`config.mk`:
```
export PLATFORM = sky130hd
export DESIGN_NAME = nand_page_host
export DESIGN_NICKNAME = d
export VERILOG_FILES = /design/src/rtl/nand_host_pkg.sv /design/src/rtl/nand_cycle_engine.sv /design/src/rtl/nand_page_host.sv
export SDC_FILE = /design/constraint.sdc
export NUM_CORES = 1
export LEC_CHECK = 0
export BUFFER_PORTS_ARGS = -buffer_cell sky130_fd_sc_hd__buf_2
export CAP_MARGIN = 20
export CORE_MARGIN = 2
export CORE_UTILIZATION = 50
export DETAILED_ROUTE_END_ITERATION = 8
export PLACE_DENSITY_LB_ADDON = 0.15
export SLEW_MARGIN = 15
export SYNTH_ARGS = -nofsm -noshare
export SYNTH_HDL_FRONTEND = slang
export SYNTH_HIERARCHICAL = 1
export SYNTH_SLANG_ARGS = --single-unit
```
`constraint.sdc`:
```
create_clock -name ref_clk -period 5.1 [get_ports ref_clk]
set_input_delay 0.51 -clock ref_clk [delete_from_list [all_inputs] [get_ports ref_clk]]
set_output_delay 0.51 -clock ref_clk [all_outputs]
set_load 0.01 [all_outputs]
```
`src/rtl/nand_host_pkg.sv`:
```
// Purpose: shared constants and carriers for the nand page-read host
// Assumes: 200 MHz ref_clk, byte-wide multiplexed flash port
// Notes: pin timing is held here as times and derived cycle counts; busy settle only as cycles
package nand_host_pkg;
  // ==========================================================
  // clock and timing
  localparam int CLK_PERIOD_NS = 5;
  localparam int ARRAY_TO_CACHE_TIME_NS = 25000;  // longest page transfer
  localparam int ARRAY_TO_CACHE_CYC = ARRAY_TO_CACHE_TIME_NS / CLK_PERIOD_NS;
  localparam int STROBE_CYCLE_NS = 25;  // least read-strobe period
  localparam int HALF_STROBE_CYC = (STROBE_CYCLE_NS / 2 + CLK_PERIOD_NS - 1) / CLK_PERIOD_NS;
  localparam int WRITE_TO_STROBE_NS = 80;  // write-high to read-strobe low
  localparam int WRITE_TO_STROBE_CYC = (WRITE_TO_STROBE_NS + CLK_PERIOD_NS - 1) / CLK_PERIOD_NS;
  localparam int STROBE_TO_WRITE_NS = 100;  // read-strobe high to write low
  localparam int STROBE_TO_WRITE_CYC = (STROBE_TO_WRITE_NS + CLK_PERIOD_NS - 1) / CLK_PERIOD_NS;
  localparam int BUSY_SETTLE_CYC = 4;  // the busy timer must pass this before the ready pin is trusted
  // ==========================================================
  // command codes
  localparam logic [7:0] CMD_READ_SETUP = 8'h00;
  localparam logic [7:0] CMD_READ_CONFIRM = 8'h30;
  localparam logic [7:0] CMD_IDENTITY = 8'h90;
  localparam logic [7:0] CMD_STATUS = 8'h70;
  localparam logic [7:0] CMD_COL_CHANGE = 8'h05;
  localparam logic [7:0] CMD_COL_CONFIRM = 8'hE0;
  localparam logic [7:0] ID_ADDR = 8'h00;
  // ==========================================================
  // geometry and status bits
  localparam int ID_BYTES = 5;
  localparam int STATUS_READY_BIT = 6;
  localparam int STATUS_FAIL_BIT = 0;
  // ==========================================================
  // software register map (word index on the plain port)
  localparam logic [3:0] REG_CTRL = 4'h0;    // write: op code starts it
  localparam logic [3:0] REG_ADDR = 4'h1;    // column[11:0] / row[27:12]
  localparam logic [3:0] REG_STATUS = 4'h2;  // busy, ready pin, ready bit of last byte, timeout
  localparam logic [3:0] REG_DATA = 4'h3;    // last byte taken from the flash
  localparam logic [3:0] REG_ID_LO = 4'h4;   // identity bytes 1..4
  localparam logic [3:0] REG_ID_HI = 4'h5;   // identity byte 5
  localparam logic [3:0] REG_COUNT = 4'h6;   // bytes to strobe per read, stream or column op
  localparam logic [2:0] OP_READ = 3'h1;
  localparam logic [2:0] OP_IDENT = 3'h2;
  localparam logic [2:0] OP_STATUS = 3'h3;
  localparam logic [2:0] OP_COLUMN = 3'h4;
  localparam logic [2:0] OP_STREAM = 3'h5;
  localparam logic [2:0] OP_READ_NOSETUP = 3'h6;
  // ==========================================================
  // one bus cycle on the flash port
  typedef enum logic [1:0] {
    CYC_CMD = 2'h0,
    CYC_ADDR = 2'h1,
    CYC_READ = 2'h2
  } cyc_kind_t;
  typedef struct packed {
    cyc_kind_t kind;
    logic [7:0] data;
  } cyc_req_t;
  typedef struct packed {
    logic cle;
    logic ale;
    logic write_n;
    logic read_out_strobe_n;
    logic [7:0] io_out;
    logic io_oe;
  } pins_t;
endpackage : nand_host_pkg

```
`src/rtl/nand_cycle_engine.sv`:
```
// Purpose: drives one command, address or read cycle on the flash pins
// Assumes: caller waits for done before the next request
// Notes: read cycles keep the strobe low half a period, high half
`timescale 1ns/10ps
module nand_cycle_engine (
  // clock and reset
  input wire logic ref_clk,
  input wire logic reset,
  // request
  input wire logic req_valid,
  input wire nand_host_pkg::cyc_req_t req,
  output logic done,
  output logic [7:0] rd_byte,
  // pins
  input wire logic [7:0] io_in,
  output nand_host_pkg::pins_t pins
);
  // ==========================================================
  // phase machine
  typedef enum logic [3:0] {
    P_IDLE = 4'b0001,
    P_LOW = 4'b0010,
    P_HIGH = 4'b0100,
    P_GAP = 4'b1000
  } phase_t;
  phase_t phase_reg, phase_next;
  logic [7:0] cnt_reg, cnt_next;  // phase timer
  nand_host_pkg::cyc_req_t cur_reg, cur_next;  // request in flight
  nand_host_pkg::pins_t pins_reg, pins_next;
  logic done_reg, done_next;
  logic [7:0] byte_reg, byte_next;
  logic last_rd_reg, last_rd_next;  // turnaround needs know prior kind

  assign pins = pins_reg;
  assign done = done_reg;
  assign rd_byte = byte_reg;

  // next-state: a write cycle pulses write_n, a read cycle pulses the strobe
  always_comb begin
    phase_next = phase_reg;
    cnt_next = cnt_reg;
    cur_next = cur_reg;
    pins_next = pins_reg;
    done_next = 1'b0;
    byte_next = byte_reg;
    last_rd_next = last_rd_reg;
    case (phase_reg)
      P_IDLE: begin
        if (req_valid) begin
          cur_next = req;
          // turnaround between a write and a read in either order
          if (req.kind == nand_host_pkg::CYC_READ && !last_rd_reg) begin
            cnt_next = 8'(nand_host_pkg::WRITE_TO_STROBE_CYC);
          end else if (req.kind != nand_host_pkg::CYC_READ && last_rd_reg) begin
            cnt_next = 8'(nand_host_pkg::STROBE_TO_WRITE_CYC);
          end else begin
            cnt_next = 8'h00;
          end
          phase_next = P_GAP;
        end
      end
      P_GAP: begin
        if (cnt_reg != 8'h00) begin
          cnt_next = cnt_reg - 8'h01;
        end else begin
          pins_next.cle = (cur_reg.kind == nand_host_pkg::CYC_CMD);
          pins_next.ale = (cur_reg.kind == nand_host_pkg::CYC_ADDR);
          pins_next.io_out = cur_reg.data;
          pins_next.io_oe = (cur_reg.kind != nand_host_pkg::CYC_READ);
          if (cur_reg.kind == nand_host_pkg::CYC_READ) begin
            pins_next.read_out_strobe_n = 1'b0;
          end else begin
            pins_next.write_n = 1'b0;
          end
          cnt_next = 8'(nand_host_pkg::HALF_STROBE_CYC);
          phase_next = P_LOW;
        end
      end
      P_LOW: begin
        if (cnt_reg != 8'h00) begin
          cnt_next = cnt_reg - 8'h01;
        end else begin
          // sample just before the rising edge: data is long settled
          if (cur_reg.kind == nand_host_pkg::CYC_READ) begin
            byte_next = io_in;
          end
          pins_next.read_out_strobe_n = 1'b1;
          pins_next.write_n = 1'b1;
          cnt_next = 8'(nand_host_pkg::HALF_STROBE_CYC);
          phase_next = P_HIGH;
        end
      end
      P_HIGH: begin
        if (cnt_reg != 8'h00) begin
          cnt_next = cnt_reg - 8'h01;
        end else begin
          pins_next.cle = 1'b0;
          pins_next.ale = 1'b0;
          pins_next.io_oe = 1'b0;
          last_rd_next = (cur_reg.kind == nand_host_pkg::CYC_READ);
          done_next = 1'b1;
          phase_next = P_IDLE;
        end
      end
      default: begin
        phase_next = P_IDLE;
      end
    endcase
  end

  // registers only
  always_ff @(posedge ref_clk or posedge reset) begin
    if (reset) begin
      phase_reg <= P_IDLE;
      cnt_reg <= 8'h00;
      cur_reg <= '0;
      pins_reg <= '{cle: 1'b0, ale: 1'b0, write_n: 1'b1, read_out_strobe_n: 1'b1,
                    io_out: 8'h00, io_oe: 1'b0};
      done_reg <= 1'b0;
      byte_reg <= 8'h00;
      last_rd_reg <= 1'b0;
    end else begin
      phase_reg <= phase_next;
      cnt_reg <= cnt_next;
      cur_reg <= cur_next;
      pins_reg <= pins_next;
      done_reg <= done_next;
      byte_reg <= byte_next;
      last_rd_reg <= last_rd_next;
    end
  end
endmodule : nand_cycle_engine

```
`src/rtl/nand_page_host.sv`:
```
// Purpose: host controller for nand page read, identity query, status
// Assumes: software port with read data one cycle after read strobe
// Notes: strobes out REG_COUNT bytes per read/stream op into REG_DATA
//
// Strobed register access and the register addresses were chosen for this implementation.
`timescale 1ns/10ps
module nand_page_host #(
  parameter int TRANSFER_CYC = nand_host_pkg::ARRAY_TO_CACHE_CYC
) (
  // clock and reset
  input wire logic ref_clk,
  input wire logic reset,
  // software port
  input wire logic [3:0] sw_addr,
  input wire logic [31:0] sw_wdata,
  input wire logic sw_write,
  input wire logic sw_read,
  output logic [31:0] sw_rdata,
  // flash pins
  output logic cle,
  output logic ale,
  output logic write_n,
  output logic read_out_strobe_n,
  output logic [7:0] io_out,
  output logic io_oe,
  input wire logic [7:0] io_in,
  input wire logic ready_busy_n
);
  // ==========================================================
  // sequencer states
  typedef enum logic [5:0] {
    S_IDLE = 6'b000001,
    S_ISSUE = 6'b000010,
    S_WAIT = 6'b000100,
    S_BUSY = 6'b001000,
    S_NEXT = 6'b010000,
    S_FAIL = 6'b100000
  } seq_t;
  seq_t st_reg, st_next;
  logic [3:0] step_reg, step_next;      // index into the op's cycle list
  logic [2:0] op_reg, op_next;          // running op
  logic [27:0] addr_reg, addr_next;     // column and row
  logic [11:0] count_reg, count_next;   // bytes to strobe per read, stream or column op
  logic [11:0] left_reg, left_next;     // bytes still to strobe
  logic [7:0] data_reg, data_next;      // last byte in
  logic [39:0] id_reg, id_next;         // five identity bytes, first low
  logic timeout_reg, timeout_next;      // transfer ran past its limit
  logic [$clog2(TRANSFER_CYC+2)-1:0] tmr_reg, tmr_next;
  logic [31:0] rdata_reg, rdata_next;
  logic eng_valid;
  nand_host_pkg::cyc_req_t eng_req;
  logic eng_done;
  logic [7:0] eng_byte;
  nand_host_pkg::pins_t eng_pins;
  logic busy;

  assign busy = (st_reg != S_IDLE);
  assign eng_valid = (st_reg == S_ISSUE);
  assign cle = eng_pins.cle;
  assign ale = eng_pins.ale;
  assign write_n = eng_pins.write_n;
  assign read_out_strobe_n = eng_pins.read_out_strobe_n;
  assign io_out = eng_pins.io_out;
  assign io_oe = eng_pins.io_oe;
  assign sw_rdata = rdata_reg;

  // ==========================================================
  // cycle list: step picks the next pin cycle for the running op
  // returns kind/data; steps past the list give a read cycle
  always_comb begin
    eng_req = '{kind: nand_host_pkg::CYC_READ, data: 8'h00};
    case (op_reg)
      nand_host_pkg::OP_READ, nand_host_pkg::OP_READ_NOSETUP: begin
        case (step_reg)
          4'h0: eng_req = '{nand_host_pkg::CYC_CMD, nand_host_pkg::CMD_READ_SETUP};
          4'h1: eng_req = '{nand_host_pkg::CYC_ADDR, addr_reg[7:0]};
          4'h2: eng_req = '{nand_host_pkg::CYC_ADDR, {4'h0, addr_reg[11:8]}};
          4'h3: eng_req = '{nand_host_pkg::CYC_ADDR, addr_reg[19:12]};
          4'h4: eng_req = '{nand_host_pkg::CYC_ADDR, addr_reg[27:20]};
          4'h5: eng_req = '{nand_host_pkg::CYC_CMD, nand_host_pkg::CMD_READ_CONFIRM};
          default: eng_req = '{nand_host_pkg::CYC_READ, 8'h00};
        endcase
      end
      nand_host_pkg::OP_IDENT: begin
        case (step_reg)
          4'h0: eng_req = '{nand_host_pkg::CYC_CMD, nand_host_pkg::CMD_IDENTITY};
          4'h1: eng_req = '{nand_host_pkg::CYC_ADDR, nand_host_pkg::ID_ADDR};
          default: eng_req = '{nand_host_pkg::CYC_READ, 8'h00};
        endcase
      end
      nand_host_pkg::OP_STATUS: begin
        if (step_reg == 4'h0) begin
          eng_req = '{nand_host_pkg::CYC_CMD, nand_host_pkg::CMD_STATUS};
        end
      end
      nand_host_pkg::OP_COLUMN: begin
        case (step_reg)
          4'h0: eng_req = '{nand_host_pkg::CYC_CMD, nand_host_pkg::CMD_COL_CHANGE};
          4'h1: eng_req = '{nand_host_pkg::CYC_ADDR, addr_reg[7:0]};
          4'h2: eng_req = '{nand_host_pkg::CYC_ADDR, {4'h0, addr_reg[11:8]}};
          4'h3: eng_req = '{nand_host_pkg::CYC_CMD, nand_host_pkg::CMD_COL_CONFIRM};
          default: eng_req = '{nand_host_pkg::CYC_READ, 8'h00};
        endcase
      end
      default: eng_req = '{nand_host_pkg::CYC_READ, 8'h00};
    endcase
  end

  // ==========================================================
  // sequencer and register file next values
  always_comb begin
    st_next = st_reg;
    step_next = step_reg;
    op_next = op_reg;
    addr_next = addr_reg;
    count_next = count_reg;
    left_next = left_reg;
    data_next = data_reg;
    id_next = id_reg;
    timeout_next = timeout_reg;
    tmr_next = tmr_reg;
    rdata_next = 32'h0000_0000;
    // software writes are taken only while idle so no op sees a torn address
    if (sw_write && !busy) begin
      case (sw_addr)
        nand_host_pkg::REG_ADDR: addr_next = sw_wdata[27:0];
        nand_host_pkg::REG_COUNT: count_next = sw_wdata[11:0];
        nand_host_pkg::REG_CTRL: begin
          op_next = sw_wdata[2:0];
          timeout_next = 1'b0;
          // skipping 00h relies on read mode after power-up
          step_next = (sw_wdata[2:0] == nand_host_pkg::OP_READ_NOSETUP) ? 4'h1 : 4'h0;
          left_next = (sw_wdata[2:0] == nand_host_pkg::OP_IDENT) ?
                      12'(nand_host_pkg::ID_BYTES) :
                      (sw_wdata[2:0] == nand_host_pkg::OP_STATUS) ? 12'h001 : count_reg;
          if (sw_wdata[2:0] != 3'h0 && sw_wdata[2:0] != 3'h7) begin
            st_next = (sw_wdata[2:0] == nand_host_pkg::OP_STREAM) ? S_NEXT : S_ISSUE;
          end
        end
        default: begin
        end
      endcase
    end
    if (sw_read) begin
      case (sw_addr)
        nand_host_pkg::REG_ADDR: rdata_next = {4'h0, addr_reg};
        nand_host_pkg::REG_COUNT: rdata_next = {20'h0_0000, count_reg};
        nand_host_pkg::REG_STATUS: rdata_next = {28'h000_0000, timeout_reg,
                                                 data_reg[nand_host_pkg::STATUS_READY_BIT],
                                                 ready_busy_n, busy};
        nand_host_pkg::REG_DATA: rdata_next = {24'h00_0000, data_reg};
        nand_host_pkg::REG_ID_LO: rdata_next = id_reg[31:0];
        nand_host_pkg::REG_ID_HI: rdata_next = {24'h00_0000, id_reg[39:32]};
        default: rdata_next = 32'h0000_0000;
      endcase
    end
    case (st_reg)
      S_IDLE: begin
      end
      S_ISSUE: st_next = S_WAIT;
      S_WAIT: begin
        if (eng_done) begin
          if (eng_req.kind == nand_host_pkg::CYC_READ) begin
            data_next = eng_byte;
            if (op_reg == nand_host_pkg::OP_IDENT) begin
              id_next = {eng_byte, id_reg[39:8]};  // first byte ends lowest
            end
            left_next = left_reg - 12'h001;  // device steps its column
          end else begin
            step_next = step_reg + 4'h1;
          end
          if ((op_reg == nand_host_pkg::OP_READ || op_reg == nand_host_pkg::OP_READ_NOSETUP)
              && step_reg == 4'h5) begin
            tmr_next = '0;
            st_next = S_BUSY;
          end else begin
            st_next = S_NEXT;
          end
        end
      end
      S_BUSY: begin
        // settle: give the device a few cycles to pull busy low
        tmr_next = tmr_reg + 1'b1;
        if (tmr_reg > ($bits(tmr_reg))'(nand_host_pkg::BUSY_SETTLE_CYC) && ready_busy_n) begin
          st_next = S_NEXT;
        end else if (tmr_reg == ($bits(tmr_reg))'(TRANSFER_CYC)) begin
          timeout_next = 1'b1;
          st_next = S_FAIL;
        end
      end
      S_NEXT: begin
        if (eng_req.kind == nand_host_pkg::CYC_READ && left_reg == 12'h000) begin
          st_next = S_IDLE;
        end else if (op_reg == nand_host_pkg::OP_STREAM && !ready_busy_n) begin
          st_next = S_NEXT;
        end else begin
          st_next = S_ISSUE;
        end
      end
      S_FAIL: st_next = S_IDLE;
      default: st_next = S_IDLE;
    endcase
  end

  // registers only
  always_ff @(posedge ref_clk or posedge reset) begin
    if (reset) begin
      st_reg <= S_IDLE;
      step_reg <= 4'h0;
      op_reg <= 3'h0;
      addr_reg <= 28'h000_0000;
      count_reg <= 12'h001;
      left_reg <= 12'h000;
      data_reg <= 8'h00;
      id_reg <= 40'h00_0000_0000;
      timeout_reg <= 1'b0;
      tmr_reg <= '0;
      rdata_reg <= 32'h0000_0000;
    end else begin
      st_reg <= st_next;
      step_reg <= step_next;
      op_reg <= op_next;
      addr_reg <= addr_next;
      count_reg <= count_next;
      left_reg <= left_next;
      data_reg <= data_next;
      id_reg <= id_next;
      timeout_reg <= timeout_next;
      tmr_reg <= tmr_next;
      rdata_reg <= rdata_next;
    end
  end

  nand_cycle_engine u_engine (
    .ref_clk(ref_clk),
    .reset(reset),
    .req_valid(eng_valid),
    .req(eng_req),
    .done(eng_done),
    .rd_byte(eng_byte),
    .io_in(io_in),
    .pins(eng_pins)
  );
endmodule : nand_page_host

```
-- Yosys cells after proc, flatten, opt, wreduce, memory -nomap -nowiden
Index checks and enable logic that the tools add are counted.
- input bits: 49
- output and inout bits: 45
- flip-flop bits (word level): 204
- logic and storage cells: 177
- $add $sub $neg: 4
- $lt $le $gt $ge: 1
- equality and inequality tests: 47
- reductions and logical operators: 39
- multiplexer cells: 61
- bitwise logic cells: 1
- operators with widths (kind ; number):
    one-hot mux 32 bit (6 select lines) ; 1
    2-to-1 mux 12 bit ; 7
    one-hot mux 10 bit (4 select lines) ; 2
    one-hot mux 10 bit (6 select lines) ; 1
    2-to-1 mux 13 bit ; 3
    2-to-1 mux 4 bit ; 9
    2-to-1 mux 6 bit ; 6
    2-to-1 mux 32 bit ; 1
    2-to-1 mux 8 bit ; 4
    one-hot mux 6 bit (5 select lines) ; 1
    one-hot mux 13 bit (2 select lines) ; 1
    2-to-1 mux 5 bit ; 5
    equality test 4 x 3 -> 1 bit (second input constant) ; 6
    one-hot mux 8 bit (3 select lines) ; 1
    equality test 4 x 2 -> 1 bit (second input constant) ; 5
    one-hot mux 10 bit (2 select lines) ; 1
    != test 2 bit (second input constant) ; 8
    one-hot mux 4 bit (4 select lines) ; 1
    AND reduction 4 bit ; 4
    equality test 3 bit (second input constant) ; 5
    AND reduction 3 bit ; 5
    adder 13 x 1 -> 13 bit (second input constant) ; 1
    equality test 13 bit (second input constant) ; 1
    > comparator 13 x 3 -> 1 bit (second input constant) ; 1
    other kinds (34) ; 73

-- Depth between registers and ports, before layout
- depth after elaboration: 9
- mapped depth: 12
- mapped depth without buffers: 11

-- Cells and area by module
The synthesis kept the hierarchy.
- by module, submodules not included (module ; times used ; cells an instance ; area an instance (sq um) ; sequential area each (sq um)):
    nand_page_host ; 1 ; 677 ; 7763.7 ; 3981.3
    nand_cycle_engine ; 1 ; 185 ; 2137.0 ; 1129.8

-- Worst setup path before layout
Ideal clock, no wire load.
- path type: register to register
- start point: reg step_reg[0]
- end point: reg u_engine.cnt_reg[4]
- buffers on the path: 1
- period minus slack after synthesis: 2.355 ns
- arrival time: 2.277 ns
- data required time: 5.022 ns
- slack: 2.745 ns
- library setup time: 0.078 ns
- cell stages (with the launch flop): 11
- path through: dfrtp_1 -> ha_1 -> or2_0 -> a211oi_2 -> or2b_1 -> clkbuf_1 -> o22ai_1 -> nand2b_1 -> ha_1 -> o32a_1 -> o2bb2ai_1
- RTL lines (what ; RTL line ; RTL):
    start: declaration ; nand_page_host.sv:40 ; logic [3:0] step_reg, step_next;
    start signal: assignment ; nand_page_host.sv:221 ; step_reg <= step_next;
    end signal: assignment ; nand_cycle_engine.sv:124 ; cnt_reg <= cnt_next;
    end: declaration ; nand_cycle_engine.sv:27 ; logic [7:0] cnt_reg, cnt_next;

-- Final worst setup path
- start point: reg step_reg[0]
- end point: reg id_reg[31]
- word-level cells in the longest chain between the ends: 5
- elaborated cells between the ends (all ways): 13
- those cells by class: eq/ne: 6; mux: 5; reduce/logical: 2
- RTL lines (what ; RTL line ; RTL):
    equality test 4 x 3 -> 1 bit, or another cell as far along ; nand_page_host.sv:74 ; case (step_reg)
    one-hot mux 10 bit (6 select lines), or another cell as far along ; nand_page_host.sv:74 ;
    one-hot mux 10 bit (4 select lines) * ; nand_page_host.sv:72 ; case (op_reg)
    equality test 2 bit * ; nand_page_host.sv:163 ; if (eng_req.kind == nand_host_pkg::CYC_READ) begin
    AND reduction 4 bit (no source line) * ; -- ;
    end signal: assignment ; nand_page_host.sv:227 ; id_reg <= id_next;
    end: declaration ; nand_page_host.sv:46 ; logic [39:0] id_reg, id_next;
Mark *: on every way between the ends. The rest lies on a longest branch, timed or not.
A chain may end at the register's enable or synchronous reset.

==> reports/qor.csv <==
stage,metric,value,unit
logic_synthesis,synth_cells,862,
drt,vias,7023,
logic_synthesis,synth_edf_count,0,
setup_path,required,5480,ps
clock_tree,clock_path_buffers,3,
setup_path,crit_fanout,40,
logic_synthesis,synth_nets,921,
sta,tightest_slew,903.1,ps
cells_and_area,largest_reg_flops,40,
logic_synthesis,async_flop_share,100.0,%
logic_synthesis,synth-adder-area-share,1.365,%
power,p_leak,5.475,nW
clock_tree,numCtsBuffers,23,
setup_path,endpoint_kind,flop,
sta,period_share,65.23,%
power,vdd_drop_max,272.1,uV
global_route,grt_usage,23.09,%
global_route,grt_pass1_wl,37660,um
logic_synthesis,synth_compound_area_share,13.38,%
logic_synthesis,synth_cell_type_count,85,
power,finalPower,4.645,mW
cells_and_area,nNetsFinal,1001,
logic_synthesis,ys.flop_type,dfrtp_1,
clock_tree,clk_pin_slew,60,ps
drt,dr.pass1.iters,6,
global_route,grt_max_degree,61,
logic_synthesis,synth-simple-area-share,14.31,%
drt,routed_wl,23590,um
placement,port_buffers,89,
floorplan,initial_core_util,50.87,%
logic_synthesis,synth_warnings,6,
sta,fin_setup_tns,0,ps
global_route,gr-total-overflow,0,
sta,fin_ws,1773,ps
sta,fmax,300.6,MHz
placement,dp_slack,1775,ps
floorplan,pin_count,94,
setup_path,r2r_cells,7,
global_route,top_usage_layer,met1,
drt,ant_nets,0,
setup_path,r2r_slack,1770,ps
clock_tree,tritoncts,done,
sta,slew_headroom,38.95,%
global_route,grt_pass1_vias,6760,
cells_and_area,final_common_cell,dfrtp_1,
logic_synthesis,synth_top_family_by_area,multiplexers,
global_route,grt_use_met2,33.25,%
setup_path,critPathLaunchType,flop,
sta,setup_viol,0,
sta,hold_viol,0,
run,cap_violations,0,
clock_tree,clkLatencyLatePin,500,ps
floorplan,core,0.01946,mm2
sta,fin_hold_ws,101.6,ps
cells_and_area,area_growth_syn_to_layout,14.13,%
clock_tree,cts_root_buf,clkbuf_16,
global_route,grt_antenna_before_repair,0,
setup_path,critPathMaxStageDelay,660,ps
cells_and_area,final_cell_mix,"dfrtp_1 (199), buf_2 (89), nand2_1 (81), mux2_2 (63), mux2_4 (45)",
sta,rsz0062_at_grt,false,
clock_tree,cts_setup_buffers,0,
setup_path,cp_cell_sequence,"ha_1, or2_0, a211oi_2, a221o_2, o21a_4, nand3b_4, mux2_4",
sta,clock_skew,8.000,ps
setup_path,timing_worst_setup_path_type,flop to flop,
min_path,hold_class,input port to asynchronous set/reset pin,
drt,drt_iter0_markers,585,
power,power_density,411.1,mW/mm2
logic_synthesis,muxShareOfSynthArea,14.60,%
drt,avgRoutedWirePerCell,19.34,um
cells_and_area,fill_cells,1602,
sta,drv_slew,0,
logic_synthesis,postSynthAreaPerCell,11.49,um2
global_route,met1_usage,36.77,%
floorplan,die_width,144.7,um
logic_synthesis,yosys.area_share.xor_xnor,0.8846,%
placement,gp_congestion,0.8419,
global_route,grtUsageMet3,3.554,%
floorplan,die_y,144.7,um
status,outcome,"complete, no violations",
clock_tree,htree_levels,1,
cells_and_area,drive_gt1_share,29.11,%
clock_tree,cts_hold_buf,0,
setup_path,crit_arrival,3700,ps
logic_synthesis,yosysSeqAreaShare,51.62,%
placement,place_hpwl,16490,um
setup_path,cpMaxStageDelayCell,nand3b_4,
clock_tree,clock_sinks,204,
logic_synthesis,syn_area,0.009901,mm2
cells_and_area,antenna_cells,0,
drt,via_per_inst,5.757,
sta,period_minus_slack,3327,ps
logic_synthesis,ys_ff_latch,204,
drt,drc,0,
floorplan,rows,51,
clock_tree,ctsResizeCount,0,
floorplan,die_area,0.02094,mm2
[kinds of logic after synthesis]
kind of cell             after synthesis
AND/OR/NAND/NOR                      258
flip-flops                           204
AO/OA/AOI/OAI                        187
multiplexers                         114
buffers and inverters                 78
adder cells (fa/ha/maj)               11
XOR/XNOR                              10
[cells in the mapped netlist (5+ instances only)]
library cell	instances	area [um2]
xor2_1	5	43.79
and2_1	11	68.82
inv_1	35	131.4
nor2_1	39	146.4
buf_2	10	50.05
nand3_1	18	90.09
a211oi_1	7	52.55
a21oi_1	38	190.2
and3_1	8	50.05
clkbuf_1	24	90.09
nand2_1	81	304.0
mux2_2	63	709.4
dfrtp_1	199	4980
o21a_1	5	37.54
or2_2	6	37.54
xnor2_1	5	43.79
a31oi_1	10	62.56
mux2_4	45	675.7
a22oi_1	33	247.7
nand2b_1	9	56.30
dfstp_2	5	131.4
or3_1	5	31.28
a22o_1	18	157.7
a311oi_1	5	43.79
buf_8	5	75.07
nor2b_1	10	62.56
nand4_1	9	56.30
nor3_1	19	95.09
ha_1	10	125.1
o21ai_0	26	130.1
mux2i_1	6	60.06
[critical path, delay by kind of cell (launching register included)]
family | cells | cell delay (ps)
compound gates | 3 | 980
fa+ha+maj | 1 | 300
mux | 1 | 540
flops | 1 | 440
simple gates | 2 | 920
[path summary, 6_finish.rpt]
check                       startpoint                  end
max in group asynchronous        reset          sw_rdata[3]
setup reg to reg           step_reg[0]           id_reg[31]
hold reg to reg            data_reg[2]          data_reg[2]
hold / removal                   reset          left_reg[3]
setup / recovery           step_reg[0]           id_reg[31]
min in group ref_clk          io_in[3]  u_engine/rd_byte[3]
[area by class of cell]
type | count | area (um2) | share of cell area, %
Multi-Input combinational cell | 580 | 4409 | 39.02
Timing Repair Buffer | 98 | 513.0 | 4.540
Tap cell | 265 | 331.6 | 2.934
Sequential cell | 204 | 5111 | 45.23
Inverter | 35 | 136.4 | 1.207
Clock buffer | 29 | 648.1 | 5.736
Clock inverter | 9 | 150.1 | 1.329
[per-layer routing]
| metal | vias to the layer above | wire, um |
|---|---|---|
| met5 | - | 0 |
| met4 | 0 | 542 |
| met3 | 39 | 1237 |
| met2 | 227 | 9981 |
| met1 | 3476 | 11830 |
| li1 | 3281 | - |
[per-stage QoR]
step                      cells  instance area [um2]  util [%]
final                      1220                11300     58.06
after global routing       1220                11300     58.06
after CTS                  1219                11290     58.02
after detailed placement   1181                10490     53.92
after global placement     1181                10490     53.92
after floorplan             862                 9901         -
[power by group]
group	internal, mW	total, mW	switching [mW]	leakage, nW
registers	1.85	2.13	0.278	2.72
logic	0.348	0.770	0.422	2.36
clock network	1.09	1.75	0.655	0.389
total	3.29	4.64	1.36	5.47
Power figures use the tool's default switching activity.
